===== src/include/pwio_cfg.svh =====
/*
 * constants of the echo supervision and i/o setup block: timing, mode word bits, direction codes.
 * assumes a 50 MHz clock and that the protocol stack delivers decoded frame events.
 */
// How it works
// - dhcp enabled: wait about 40 s, then use static settings while still asking
// - with dhcp enabled, any dhcp answer is adopted at once and the interface is reconfigured
// - untagged and tagged frames accepted, in vlan mode a tagged frame's vlan id must match the setting
// - mac protection: source must match one of two macs, all zero disables
// - network filter limits only snmp and web; arp, icmp, dhcp always pass
// - mac check and network check both apply; a matching mac does not bypass the network check
// - incoming and outgoing supervision have own timers, one shared minute timeout
// - timer expiry gives a restart pulse and, with the clear option, resets the i/o ports
// - incoming mode expects an echo request each timeout window
// - outgoing mode pings the remote several times a minute, needs a reply
// - restart pulse width is 0 to 32767 times 250 ms
// - restart can mirror onto relay pins, be forced, and be enabled or stopped
// - clear option drives every output of both ports low on a timer restart; mirrored relay pins stay high until the restart ends
// - ping indicator toggles once per echo request to own address
// - second indicator shows power, ping in, ping out, both, or dhcp valid
// - each pin has own direction; code 1 is output, 2 is input
// - input pins get a 50 kohm pull, output pins none
// - per pin pull select: 1 pull down, 0 pull up
// - mode bit 3 disables all input pulls at once
// - outputs start at zero; retain option saves changes and restores at boot
// - adc filter smooths readings unless the mode bit disables it
`ifndef PWIO_CFG_SVH
`define PWIO_CFG_SVH
`define PWIO_CLK_HZ 50000000
`define PWIO_DHCP_WAIT_S 40
`define PWIO_DHCP_WAIT_CYC (`PWIO_DHCP_WAIT_S * `PWIO_CLK_HZ)
`define PWIO_TICK_MS 250
`define PWIO_TICK_CYC (`PWIO_TICK_MS * (`PWIO_CLK_HZ / 1000))
`define PWIO_TICKS_PER_MIN 240
`define PWIO_PING_EVERY_TICKS 40
`define PWIO_BIT_VLAN 0
`define PWIO_BIT_SNMP 1
`define PWIO_BIT_RESTART_EN 2
`define PWIO_BIT_NO_PULL 3
`define PWIO_BIT_NO_FILTER 4
`define PWIO_BIT_DHCP 0
`define PWIO_BIT_IN_MON 1
`define PWIO_BIT_OUT_MON 2
`define PWIO_BIT_CLR_IO 3
`define PWIO_BIT_PING_LED 4
`define PWIO_BIT_RETAIN 5
`define PWIO_DIR_OUT 2'h1
`define PWIO_DIR_IN 2'h2
`define PWIO_FILT_SHIFT 3
`endif


===== src/include/pwio_pkg.sv =====
/*
 * types of the echo supervision and i/o setup block.
 * assumes nothing beyond the cfg header.
 */
package pwio_pkg;
    typedef enum logic [2:0] {
        PWIO_LED_POWER, PWIO_LED_PING_IN, PWIO_LED_PING_OUT, PWIO_LED_PING_BOTH, PWIO_LED_DHCP
    } pwio_led_t;
    typedef enum {PWIO_NET_WAIT, PWIO_NET_STATIC, PWIO_NET_DHCP} pwio_net_t;
endpackage : pwio_pkg


===== src/rtl/pwio_adc_filt.sv =====
/*
 * per channel adc smoothing with a small value memory, read data registered.
 * assumes one sample strobe carries channel index and raw value.
 */
`timescale 1ns/10ps
`include "pwio_cfg.svh"
module pwio_adc_filt #(
    parameter int CH = 8,
    parameter int W = 10
) (
    input wire logic i_clock,
    input wire logic i_rst_n,
    input wire logic i_filter_on,
    input wire logic i_valid,
    input wire logic [$clog2(CH)-1:0] i_chan,
    input wire logic [W-1:0] i_raw,
    output logic o_valid,
    output logic [$clog2(CH)-1:0] o_chan,
    output logic [W-1:0] o_value
);
    logic [W+`PWIO_FILT_SHIFT-1:0] acc [CH];
    wire [W+`PWIO_FILT_SHIFT-1:0] old_acc = acc[i_chan];
    wire [W+`PWIO_FILT_SHIFT-1:0] next_acc = old_acc - (old_acc >> `PWIO_FILT_SHIFT)
        + {{`PWIO_FILT_SHIFT{1'b0}}, i_raw};
    wire [W+`PWIO_FILT_SHIFT-1:0] raw_acc = {i_raw, {`PWIO_FILT_SHIFT{1'b0}}};
    always_ff @(posedge i_clock) begin
        if (!i_rst_n) begin
            for (int k = 0; k < CH; k++) begin
                acc[k] <= '0;
            end
        end else if (i_valid) begin
            acc[i_chan] <= i_filter_on ? next_acc : raw_acc;
        end
    end
    always_ff @(posedge i_clock) begin
        if (!i_rst_n) begin
            o_valid <= 1'b0;
            o_chan <= '0;
            o_value <= '0;
        end else begin
            o_valid <= i_valid;
            o_chan <= i_chan;
            o_value <= i_filter_on ? next_acc[W+`PWIO_FILT_SHIFT-1:`PWIO_FILT_SHIFT] : i_raw;
        end
    end
endmodule : pwio_adc_filt


===== src/rtl/pwio_top.sv =====
/*
 * echo supervision, restart pulse, access filter, network settings and i/o setup.
 * assumes frame events come decoded from a protocol stack as one-cycle strobes.
 */
`timescale 1ns/10ps
`include "pwio_cfg.svh"
module pwio_top #(
    parameter int N = 8,
    parameter int unsigned DHCP_WAIT_CYC = `PWIO_DHCP_WAIT_CYC,
    parameter int unsigned TICK_CYC = `PWIO_TICK_CYC
) (
    input wire logic i_clock,
    input wire logic i_rst_n,
    input wire logic [7:0] i_main_mode_word,
    input wire logic [7:0] i_extended_mode_word,
    input wire logic [31:0] i_device_ip_setting,
    input wire logic [31:0] i_subnet_mask_setting,
    input wire logic [31:0] i_gateway_setting,
    input wire logic [11:0] i_vlan_id_setting,
    input wire logic [47:0] i_allowed_mac_one,
    input wire logic [47:0] i_allowed_mac_two,
    input wire logic [31:0] i_access_net_ip,
    input wire logic [31:0] i_access_net_mask,
    input wire logic [7:0] i_ping_timeout_min,
    input wire logic [14:0] i_restart_pulse_width,
    input wire logic i_force_restart_control,
    input wire logic i_mirror_restart_on_relays,
    input wire logic [2:0] i_second_indicator_select,
    input wire logic [2*N-1:0] i_free_port_direction,
    input wire logic [2*N-1:0] i_relay_port_direction,
    input wire logic [N-1:0] i_free_port_pull_select,
    input wire logic [N-1:0] i_relay_port_pull_select,
    input wire logic i_dhcp_offer,
    input wire logic [31:0] i_dhcp_ip,
    input wire logic [31:0] i_dhcp_mask,
    input wire logic [31:0] i_dhcp_gw,
    input wire logic i_frame_valid,
    input wire logic i_frame_tagged,
    input wire logic [11:0] i_frame_vid,
    input wire logic [47:0] i_frame_src_mac,
    input wire logic [31:0] i_frame_src_ip,
    input wire logic i_frame_is_mgmt,
    input wire logic i_echo_req_rx,
    input wire logic i_echo_reply_rx,
    input wire logic i_free_wr,
    input wire logic [N-1:0] i_free_wr_data,
    input wire logic i_relay_wr,
    input wire logic [N-1:0] i_relay_wr_data,
    input wire logic i_saved_valid,
    input wire logic [N-1:0] i_saved_free,
    input wire logic [N-1:0] i_saved_relay,
    input wire logic i_adc_valid,
    input wire logic [2:0] i_adc_chan,
    input wire logic [9:0] i_adc_raw,
    output logic [31:0] o_ip,
    output logic [31:0] o_mask,
    output logic [31:0] o_gw,
    output logic o_dhcp_valid,
    output logic o_net_reconfig,
    output logic o_frame_accept,
    output logic o_echo_req_tx,
    output logic o_target_restart,
    output logic o_ping_led,
    output logic o_second_led,
    output logic [N-1:0] o_free_out,
    output logic [N-1:0] o_free_oe,
    output logic [N-1:0] o_free_pull_en,
    output logic [N-1:0] o_free_pull_down,
    output logic [N-1:0] o_relay_out,
    output logic [N-1:0] o_relay_oe,
    output logic [N-1:0] o_relay_pull_en,
    output logic [N-1:0] o_relay_pull_down,
    output logic o_save_req,
    output logic [N-1:0] o_save_free,
    output logic [N-1:0] o_save_relay,
    output logic o_adc_valid,
    output logic [2:0] o_adc_chan,
    output logic [9:0] o_adc_value
);
    function automatic logic mac_hit(input logic [47:0] cfg, input logic [47:0] src);
        mac_hit = (cfg != 48'h0) && (cfg == src);
    endfunction : mac_hit

    // network settings: dhcp wait then static fallback
    pwio_pkg::pwio_net_t net_state;
    logic [31:0] wait_cnt;
    wire dhcp_on = i_extended_mode_word[`PWIO_BIT_DHCP];
    always_ff @(posedge i_clock) begin
        if (!i_rst_n) begin
            net_state <= pwio_pkg::PWIO_NET_WAIT;
            wait_cnt <= 32'h0;
            o_ip <= 32'h0;
            o_mask <= 32'h0;
            o_gw <= 32'h0;
            o_net_reconfig <= 1'b0;
        end else begin
            o_net_reconfig <= 1'b0;
            if (dhcp_on && i_dhcp_offer) begin
                net_state <= pwio_pkg::PWIO_NET_DHCP;
                o_ip <= i_dhcp_ip;
                o_mask <= i_dhcp_mask;
                o_gw <= i_dhcp_gw;
                o_net_reconfig <= 1'b1;
            end else if (!dhcp_on) begin
                net_state <= pwio_pkg::PWIO_NET_STATIC;
                o_ip <= i_device_ip_setting;
                o_mask <= i_subnet_mask_setting;
                o_gw <= i_gateway_setting;
                wait_cnt <= 32'h0;
            end else begin
                unique case (net_state)
                    pwio_pkg::PWIO_NET_WAIT: begin
                        wait_cnt <= wait_cnt + 32'h1;
                        if (wait_cnt >= DHCP_WAIT_CYC - 1) begin
                            net_state <= pwio_pkg::PWIO_NET_STATIC;
                            o_ip <= i_device_ip_setting;
                            o_mask <= i_subnet_mask_setting;
                            o_gw <= i_gateway_setting;
                            o_net_reconfig <= 1'b1;
                        end
                    end
                    pwio_pkg::PWIO_NET_STATIC: wait_cnt <= 32'h0;
                    pwio_pkg::PWIO_NET_DHCP: wait_cnt <= 32'h0;
                endcase
            end
        end
    end
    assign o_dhcp_valid = (net_state == pwio_pkg::PWIO_NET_DHCP);

    // access filter
    wire vlan_mode = i_main_mode_word[`PWIO_BIT_VLAN];
    wire vlan_ok = !vlan_mode || !i_frame_tagged || (i_frame_vid == i_vlan_id_setting);
    wire mac_prot = (i_allowed_mac_one != 48'h0) || (i_allowed_mac_two != 48'h0);
    wire mac_ok = !mac_prot || mac_hit(i_allowed_mac_one, i_frame_src_mac)
        || mac_hit(i_allowed_mac_two, i_frame_src_mac);
    wire net_ok = !i_frame_is_mgmt || (i_access_net_mask == 32'h0)
        || ((i_frame_src_ip & i_access_net_mask) == (i_access_net_ip & i_access_net_mask));
    wire next_accept = i_frame_valid && vlan_ok && mac_ok && net_ok;
    always_ff @(posedge i_clock) begin
        if (!i_rst_n) begin
            o_frame_accept <= 1'b0;
        end else begin
            o_frame_accept <= next_accept;
        end
    end

    // 250 ms tick and minute-based supervision
    logic [31:0] tick_cnt;
    wire tick = (tick_cnt == TICK_CYC - 1);
    always_ff @(posedge i_clock) begin
        if (!i_rst_n || tick) begin
            tick_cnt <= 32'h0;
        end else begin
            tick_cnt <= tick_cnt + 32'h1;
        end
    end
    wire [17:0] limit = 18'(i_ping_timeout_min) * 18'(`PWIO_TICKS_PER_MIN);
    wire in_mon = i_extended_mode_word[`PWIO_BIT_IN_MON];
    wire out_mon = i_extended_mode_word[`PWIO_BIT_OUT_MON];
    wire restart_en = i_main_mode_word[`PWIO_BIT_RESTART_EN];
    logic [17:0] in_timer;
    logic [17:0] out_timer;
    logic [5:0] ping_gap;
    logic [14:0] pulse_left;
    logic pulse_on;
    wire in_expire = in_mon && tick && (in_timer >= limit - 18'h1);
    wire out_expire = out_mon && tick && (out_timer >= limit - 18'h1);
    wire start_pulse = restart_en && (in_expire || out_expire);
    wire in_clear = !in_mon || i_echo_req_rx || start_pulse;
    wire out_clear = !out_mon || i_echo_reply_rx || start_pulse;
    always_ff @(posedge i_clock) begin
        if (!i_rst_n) begin
            in_timer <= 18'h0;
            out_timer <= 18'h0;
            ping_gap <= 6'h0;
            o_echo_req_tx <= 1'b0;
        end else begin
            if (in_clear) in_timer <= 18'h0;
            else if (tick) in_timer <= in_timer + 18'h1;
            if (out_clear) out_timer <= 18'h0;
            else if (tick) out_timer <= out_timer + 18'h1;
            o_echo_req_tx <= 1'b0;
            if (out_mon && tick) begin
                if (ping_gap == 6'(`PWIO_PING_EVERY_TICKS - 1)) begin
                    ping_gap <= 6'h0;
                    o_echo_req_tx <= 1'b1;
                end else begin
                    ping_gap <= ping_gap + 6'h1;
                end
            end
        end
    end
    // restart pulse; forced control holds it high
    always_ff @(posedge i_clock) begin
        if (!i_rst_n) begin
            pulse_left <= 15'h0;
            pulse_on <= 1'b0;
        end else if (start_pulse) begin
            pulse_left <= i_restart_pulse_width;
            pulse_on <= (i_restart_pulse_width != 15'h0);
        end else if (pulse_on && tick) begin
            pulse_left <= pulse_left - 15'h1;
            pulse_on <= (pulse_left != 15'h1);
        end
    end
    wire next_restart = pulse_on || i_force_restart_control;
    always_ff @(posedge i_clock) begin
        if (!i_rst_n) o_target_restart <= 1'b0;
        else o_target_restart <= next_restart;
    end

    // indicators
    logic ping_in_seen;
    logic ping_out_seen;
    always_ff @(posedge i_clock) begin
        if (!i_rst_n) begin
            o_ping_led <= 1'b0;
            ping_in_seen <= 1'b0;
            ping_out_seen <= 1'b0;
        end else begin
            if (i_extended_mode_word[`PWIO_BIT_PING_LED] && i_echo_req_rx) o_ping_led <= !o_ping_led;
            if (i_echo_req_rx) ping_in_seen <= !ping_in_seen;
            if (i_echo_reply_rx) ping_out_seen <= !ping_out_seen;
        end
    end
    logic next_led2;
    always_comb begin
        unique case (i_second_indicator_select)
            3'h0: next_led2 = 1'b1;
            3'h1: next_led2 = ping_in_seen;
            3'h2: next_led2 = ping_out_seen;
            3'h3: next_led2 = ping_in_seen ^ ping_out_seen;
            3'h4: next_led2 = o_dhcp_valid;
            default: next_led2 = 1'b0;
        endcase
    end
    always_ff @(posedge i_clock) begin
        if (!i_rst_n) o_second_led <= 1'b0;
        else o_second_led <= next_led2;
    end

    // digital ports: direction, pulls, output state
    wire no_pull = i_main_mode_word[`PWIO_BIT_NO_PULL];
    logic [N-1:0] free_is_out;
    logic [N-1:0] relay_is_out;
    genvar g;
    generate
        for (g = 0; g < N; g++) begin : g_pin
            assign free_is_out[g] = (i_free_port_direction[2*g+:2] == `PWIO_DIR_OUT);
            assign relay_is_out[g] = (i_relay_port_direction[2*g+:2] == `PWIO_DIR_OUT);
        end
    endgenerate
    wire clr_io = i_extended_mode_word[`PWIO_BIT_CLR_IO] && start_pulse;
    wire retain = i_extended_mode_word[`PWIO_BIT_RETAIN];
    logic booted;
    logic [N-1:0] free_state;
    logic [N-1:0] relay_state;
    always_ff @(posedge i_clock) begin
        if (!i_rst_n) begin
            free_state <= '0;
            relay_state <= '0;
            booted <= 1'b0;
            o_save_req <= 1'b0;
        end else begin
            o_save_req <= 1'b0;
            if (clr_io) begin
                free_state <= '0;
                relay_state <= '0;
                o_save_req <= retain;
            end else if (!booted && i_saved_valid) begin
                booted <= 1'b1;
                if (retain) begin
                    free_state <= i_saved_free;
                    relay_state <= i_saved_relay;
                end
            end else begin
                if (i_free_wr) free_state <= i_free_wr_data;
                if (i_relay_wr) relay_state <= i_relay_wr_data;
                o_save_req <= retain && (i_free_wr || i_relay_wr);
            end
        end
    end
    assign o_save_free = free_state;
    assign o_save_relay = relay_state;
    wire [N-1:0] mirror = {N{i_mirror_restart_on_relays && o_target_restart}};
    assign o_free_out = free_state;
    assign o_relay_out = relay_state | mirror;
    assign o_free_oe = free_is_out;
    assign o_relay_oe = relay_is_out;
    assign o_free_pull_en = ~free_is_out & {N{!no_pull}};
    assign o_relay_pull_en = ~relay_is_out & {N{!no_pull}};
    assign o_free_pull_down = i_free_port_pull_select;
    assign o_relay_pull_down = i_relay_port_pull_select;

    pwio_adc_filt #(.CH(8), .W(10)) u_filt (
        .i_clock(i_clock),
        .i_rst_n(i_rst_n),
        .i_filter_on(!i_main_mode_word[`PWIO_BIT_NO_FILTER]),
        .i_valid(i_adc_valid),
        .i_chan(i_adc_chan),
        .i_raw(i_adc_raw),
        .o_valid(o_adc_valid),
        .o_chan(o_adc_chan),
        .o_value(o_adc_value)
    );
endmodule : pwio_top


===== config.mk =====
export PLATFORM = sky130hd
export DESIGN_NAME = pwio_top
export DESIGN_NICKNAME = d
export VERILOG_FILES = /design/src/include/pwio_pkg.sv /design/src/rtl/pwio_adc_filt.sv /design/src/rtl/pwio_top.sv
export VERILOG_INCLUDE_DIRS = /design/src /design/src/include
export SDC_FILE = /design/constraint.sdc
export NUM_CORES = 1
export LEC_CHECK = 0
export BUFFER_PORTS_ARGS = -buffer_cell sky130_fd_sc_hd__buf_2
export CAP_MARGIN = 15
export CELL_PAD_IN_SITES_DETAIL_PLACEMENT = 2
export CELL_PAD_IN_SITES_GLOBAL_PLACEMENT = 2
export CORE_AREA = 5 5 313 315
export CTS_BUF_LIST = sky130_fd_sc_hd__clkbuf_4
export DETAILED_ROUTE_END_ITERATION = 10
export DIE_AREA = 0 0 318 320
export GPL_TIMING_DRIVEN = 0
export PLACE_DENSITY_LB_ADDON = 0.1
export SLEW_MARGIN = 20
export SYNTH_ARGS = -nofsm -noshare
export SYNTH_HDL_FRONTEND = slang
export SYNTH_SLANG_ARGS = --single-unit

===== constraint.sdc =====
create_clock -name i_clock -period 5.9 [get_ports i_clock]
set_input_delay 0.295 -clock i_clock [delete_from_list [all_inputs] [get_ports i_clock]]
set_output_delay 0.295 -clock i_clock [all_outputs]
set_load 0.02 [all_outputs]

==> metrics.md <==
| Metric | Value |
|---|---|
| Run status | complete, no violations |
| Gp weighted congestion | 0.8655 |
| Clock H-tree levels | 3 |
| Multi-input logic area | 0.01163 sq mm |
| Worst setup EP type | register |
| Worst hold-check path type | primary input to register |
| Clock Latency Late Sink | 860 ps |
| Clock transition at path regs | 60 ps |
| DR WL/cell | 24.32 um |
| CTS root buf | clkbuf_4 |
| # port buffers | 776 |
| Synth Net Count | 2971 |
| Fraction of layout cells with a size suffix above 1 | 29.87% |
| Clock Path Buffers | 3 |
| Initial DRC Count | 759 |
| Largest net degree at the start of global routing | 17 |
| R2R Path End | u_filt.acc[0][11] |
| Final slew viol count | 0 |
| Syn avg cell area | 9.157 sq um |
| FP Rows | 113 |
| Clk sink count | 364 |
| PwrDens | 240.9 mW/mm^2 |
| CP Data Required Time | 6650 ps |
| Number of synthesized flops with an enable pin | 104 |
| Via density | 4.628 |
| Core ar. | 0.09459 sq mm |
| Cts bufs inserted | 109 |
| Critical Path AT | 6280 ps |
| Post-Route WL | 116.9 mm |
| Final net count | 4138 |
| Hold EP | o_mask[22] |
| R2r setup slk | 1000 ps |
| # setup viols final | 0 |
| Critical path type | primary input to register |
| Final period utilization | 93.67% |
| Peak Freq | 180.9 MHz |
| Static Leak | 13.52 nW |
| Die area | 0.1018 sq mm |
| ANT nets after route | 0 |
| Via count | 22.25k |
| Tightest Pin Transition | 1106 ps |
| Hpwl dp | 95.62 mm |
| Hold wc startpoint | i_subnet_mask_setting[22] |
| Crit-path max FO | 7 |
| Critical R2R Launch | u_filt.acc[3][4] |
| Unique masters post-synth | 80 |
| Initial antenna violation count | 40 |
| Hold Slack | 135.2 ps |
| Die width | 318 um |
| RSZ-0062 raised after global routing | false |
| Final cell count without fillers | 4807 |
| Number of synthesis warnings | 0 |
| Post-synthesis sequential area ratio | 39.94% |
| First-pass DRT Iterations | 4 |
| Top Ports | 803 |
| Final hold vios | 0 |
| Vias in the first global route | 25.25k |
| Initial Utilization | 22.04% |
| Max-cap violations | 0 |
| Gr ovfl total | 0 |
| Worst slew margin | 26.30% |
| Most frequent cells in the layout | buf_2, nor2_1, dlygate4sd3_1 |
| Peak supply drop | 0.0001031 V |
| Path depth of the worst reg2reg path | 16 |
| WHS Path Cells | 3 |
| Critical Path Start Type | primary input |
| First-pass GRT wire length | 169.7 mm |
| Post-synthesis cell count | 2277 |
| Synthesized cell area | 0.02085 sq mm |
| TritonCTS clock tree | built |
| Filler Cell Count | 10.77k |
| Layout area overhead | 46.65% |
| Placed cell count | 4318 |
| GRT Overall Usage | 21.97% |
| Ys flop type | dfxtp_1 |
| Commonest non-fill, non-tap cell in the layout | buf_2 |
| DR DRC count | 0 |
| Die height | 320 um |
| Min cycle time layout | 5527 ps |
| Number of synthesized register bits | 364 |
| Post-synth ARST share | 0% |
| Worst Skew | 65.56 ps |
| Reg area | 0.008328 sq mm |
[flip-flops by register name, indices dropped and copies added, names as in the netlist, 2 cells and up]
register        cells
u_filt.o_value     10
u_filt.o_chan       3
o_mask             32
in_timer           18
o_gw               32
o_save_relay        8
o_ip               32
ping_gap            6
wait_cnt           32
pulse_left         15
o_free_out          8
out_timer          18
net_state           2
tick_cnt           32
u_filt.acc        104
[final cells by class]
| type | count | area share (%) |
|---|---|---|
| diodes | 17 | 0.1391 |
| plain buffers | 128 | 2.021 |
| clock buffers | 159 | 3.904 |
| clock inverters | 33 | 0.6343 |
| inverters | 81 | 0.9944 |
| multi-input cells | 1704 | 38.04 |
| flip-flops and latches | 364 | 27.24 |
| well taps | 1265 | 5.176 |
| repair buffers | 1056 | 21.86 |
[cell usage after synthesis, drive strengths merged, types with 50 or more instances]
cell    count  area share (%)
a211oi    105             3.8
a21oi      73             1.8
buf        65             1.8
clkbuf     63             1.1
dfxtp     260              25
edfxtp    104              15
ha         66             4.0
inv        81             1.5
mux2i     127             6.1
nand2     118             2.1
nand3      57             1.4
nand4      52             1.6
nor2      423             7.7
nor4       74             2.3
xnor2      50             2.1
xor2      216             9.1
[cells by family (layout without fill, tap and decap cells)]
logic type,count (synthesis),count (layout),share of synthesized area [%]
multiplexers,146,146,7.609
XOR/XNOR,267,267,11.28
AO/OA/AOI/OAI,312,312,10.15
flip-flops,364,364,39.94
buffers and inverters,209,1457,4.405
adder cells (fa/ha/maj),89,89,6.169
AND/OR/NAND/NOR,890,890,20.45
other,0,17,0
[where the power goes]
part	internal (mW)	leakage (nW)	switching [mW]	total, mW
sequential	2.69	3.21	0.0709	2.76
combinational	0.837	9.48	1.26	2.10
clock	1.32	0.823	1.19	2.50
total	4.85	13.5	2.52	7.37
[per-stage QoR]
stage | area (sq um) | total power, mW | setup TNS, ps | setup slack [ps] | util [%]
after floorplan | 20850 | 3.851 | 0 | 865.4 | -
after global placement | 26320 | 4.682 | -53840 | -718.5 | 27.82
after detailed placement | 26320 | 4.735 | -78390 | -833.9 | 27.82
after CTS | 30480 | 7.486 | 0 | 87.65 | 32.22
after global routing | 30570 | 7.823 | 0 | 1.747 | 32.32
final | 30580 | 7.365 | 0 | 373.4 | 32.33
[worst max path at each step]
stage | from | to | cells past startpoint | slack (ps)
2_1_floorplan | i_ping_timeout_min[5] | pulse_left[0] | 21 | 870
3_3_place_gp | i_adc_chan[1] | u_filt.acc[6][11] | 18 | -720
3_5_place_dp | i_adc_chan[1] | u_filt.acc[6][11] | 18 | -830
4_1_cts | i_ping_timeout_min[0] | o_free_out[4] | 24 | 90
5_1_grt | i_ping_timeout_min[0] | pulse_left[10] | 24 | 2
6_report | i_ping_timeout_min[0] | o_save_req | 25 | 370
[critical path, stage by stage]
cell           delay [ps]
buf_2                 200
clkbuf_1              330
inv_1                  80
ha_1                  470
ha_1                  250
inv_1                  70
fa_1                  460
nor2b_1               140
o21ai_1                90
a21oi_1               200
nor2_1                 80
xnor2_1               160
or3_1                 450
nor4b_1               350
nand2_1               260
ha_1                  380
nand2_1                80
nor2_1                140
nand2_1                70
o21ai_0               300
a31o_2                330
o211ai_1              120
buf_4                 190
a211oi_1              180
dlygate4sd3_1         570
[layer usage]
metal | wire (um) | vias up | GRT usage (%)
li1 | - | 10430 | -
met1 | 48330 | 10990 | 25.98
met2 | 57690 | 642 | 38.77
met3 | 7205 | 167 | 6.191
met4 | 3527 | 24 | 6.766
met5 | 161 | - | 0
[repair_timing]
action | in CTS | in global routing
hold buffers | 277 | 2
buffers inserted | 0 | 1
hold endpoints to repair | 196 | 10
setup endpoints to repair | 0 | 48
resized for setup | 0 | 10
Note: power is estimated with default switching activity, not from simulation.
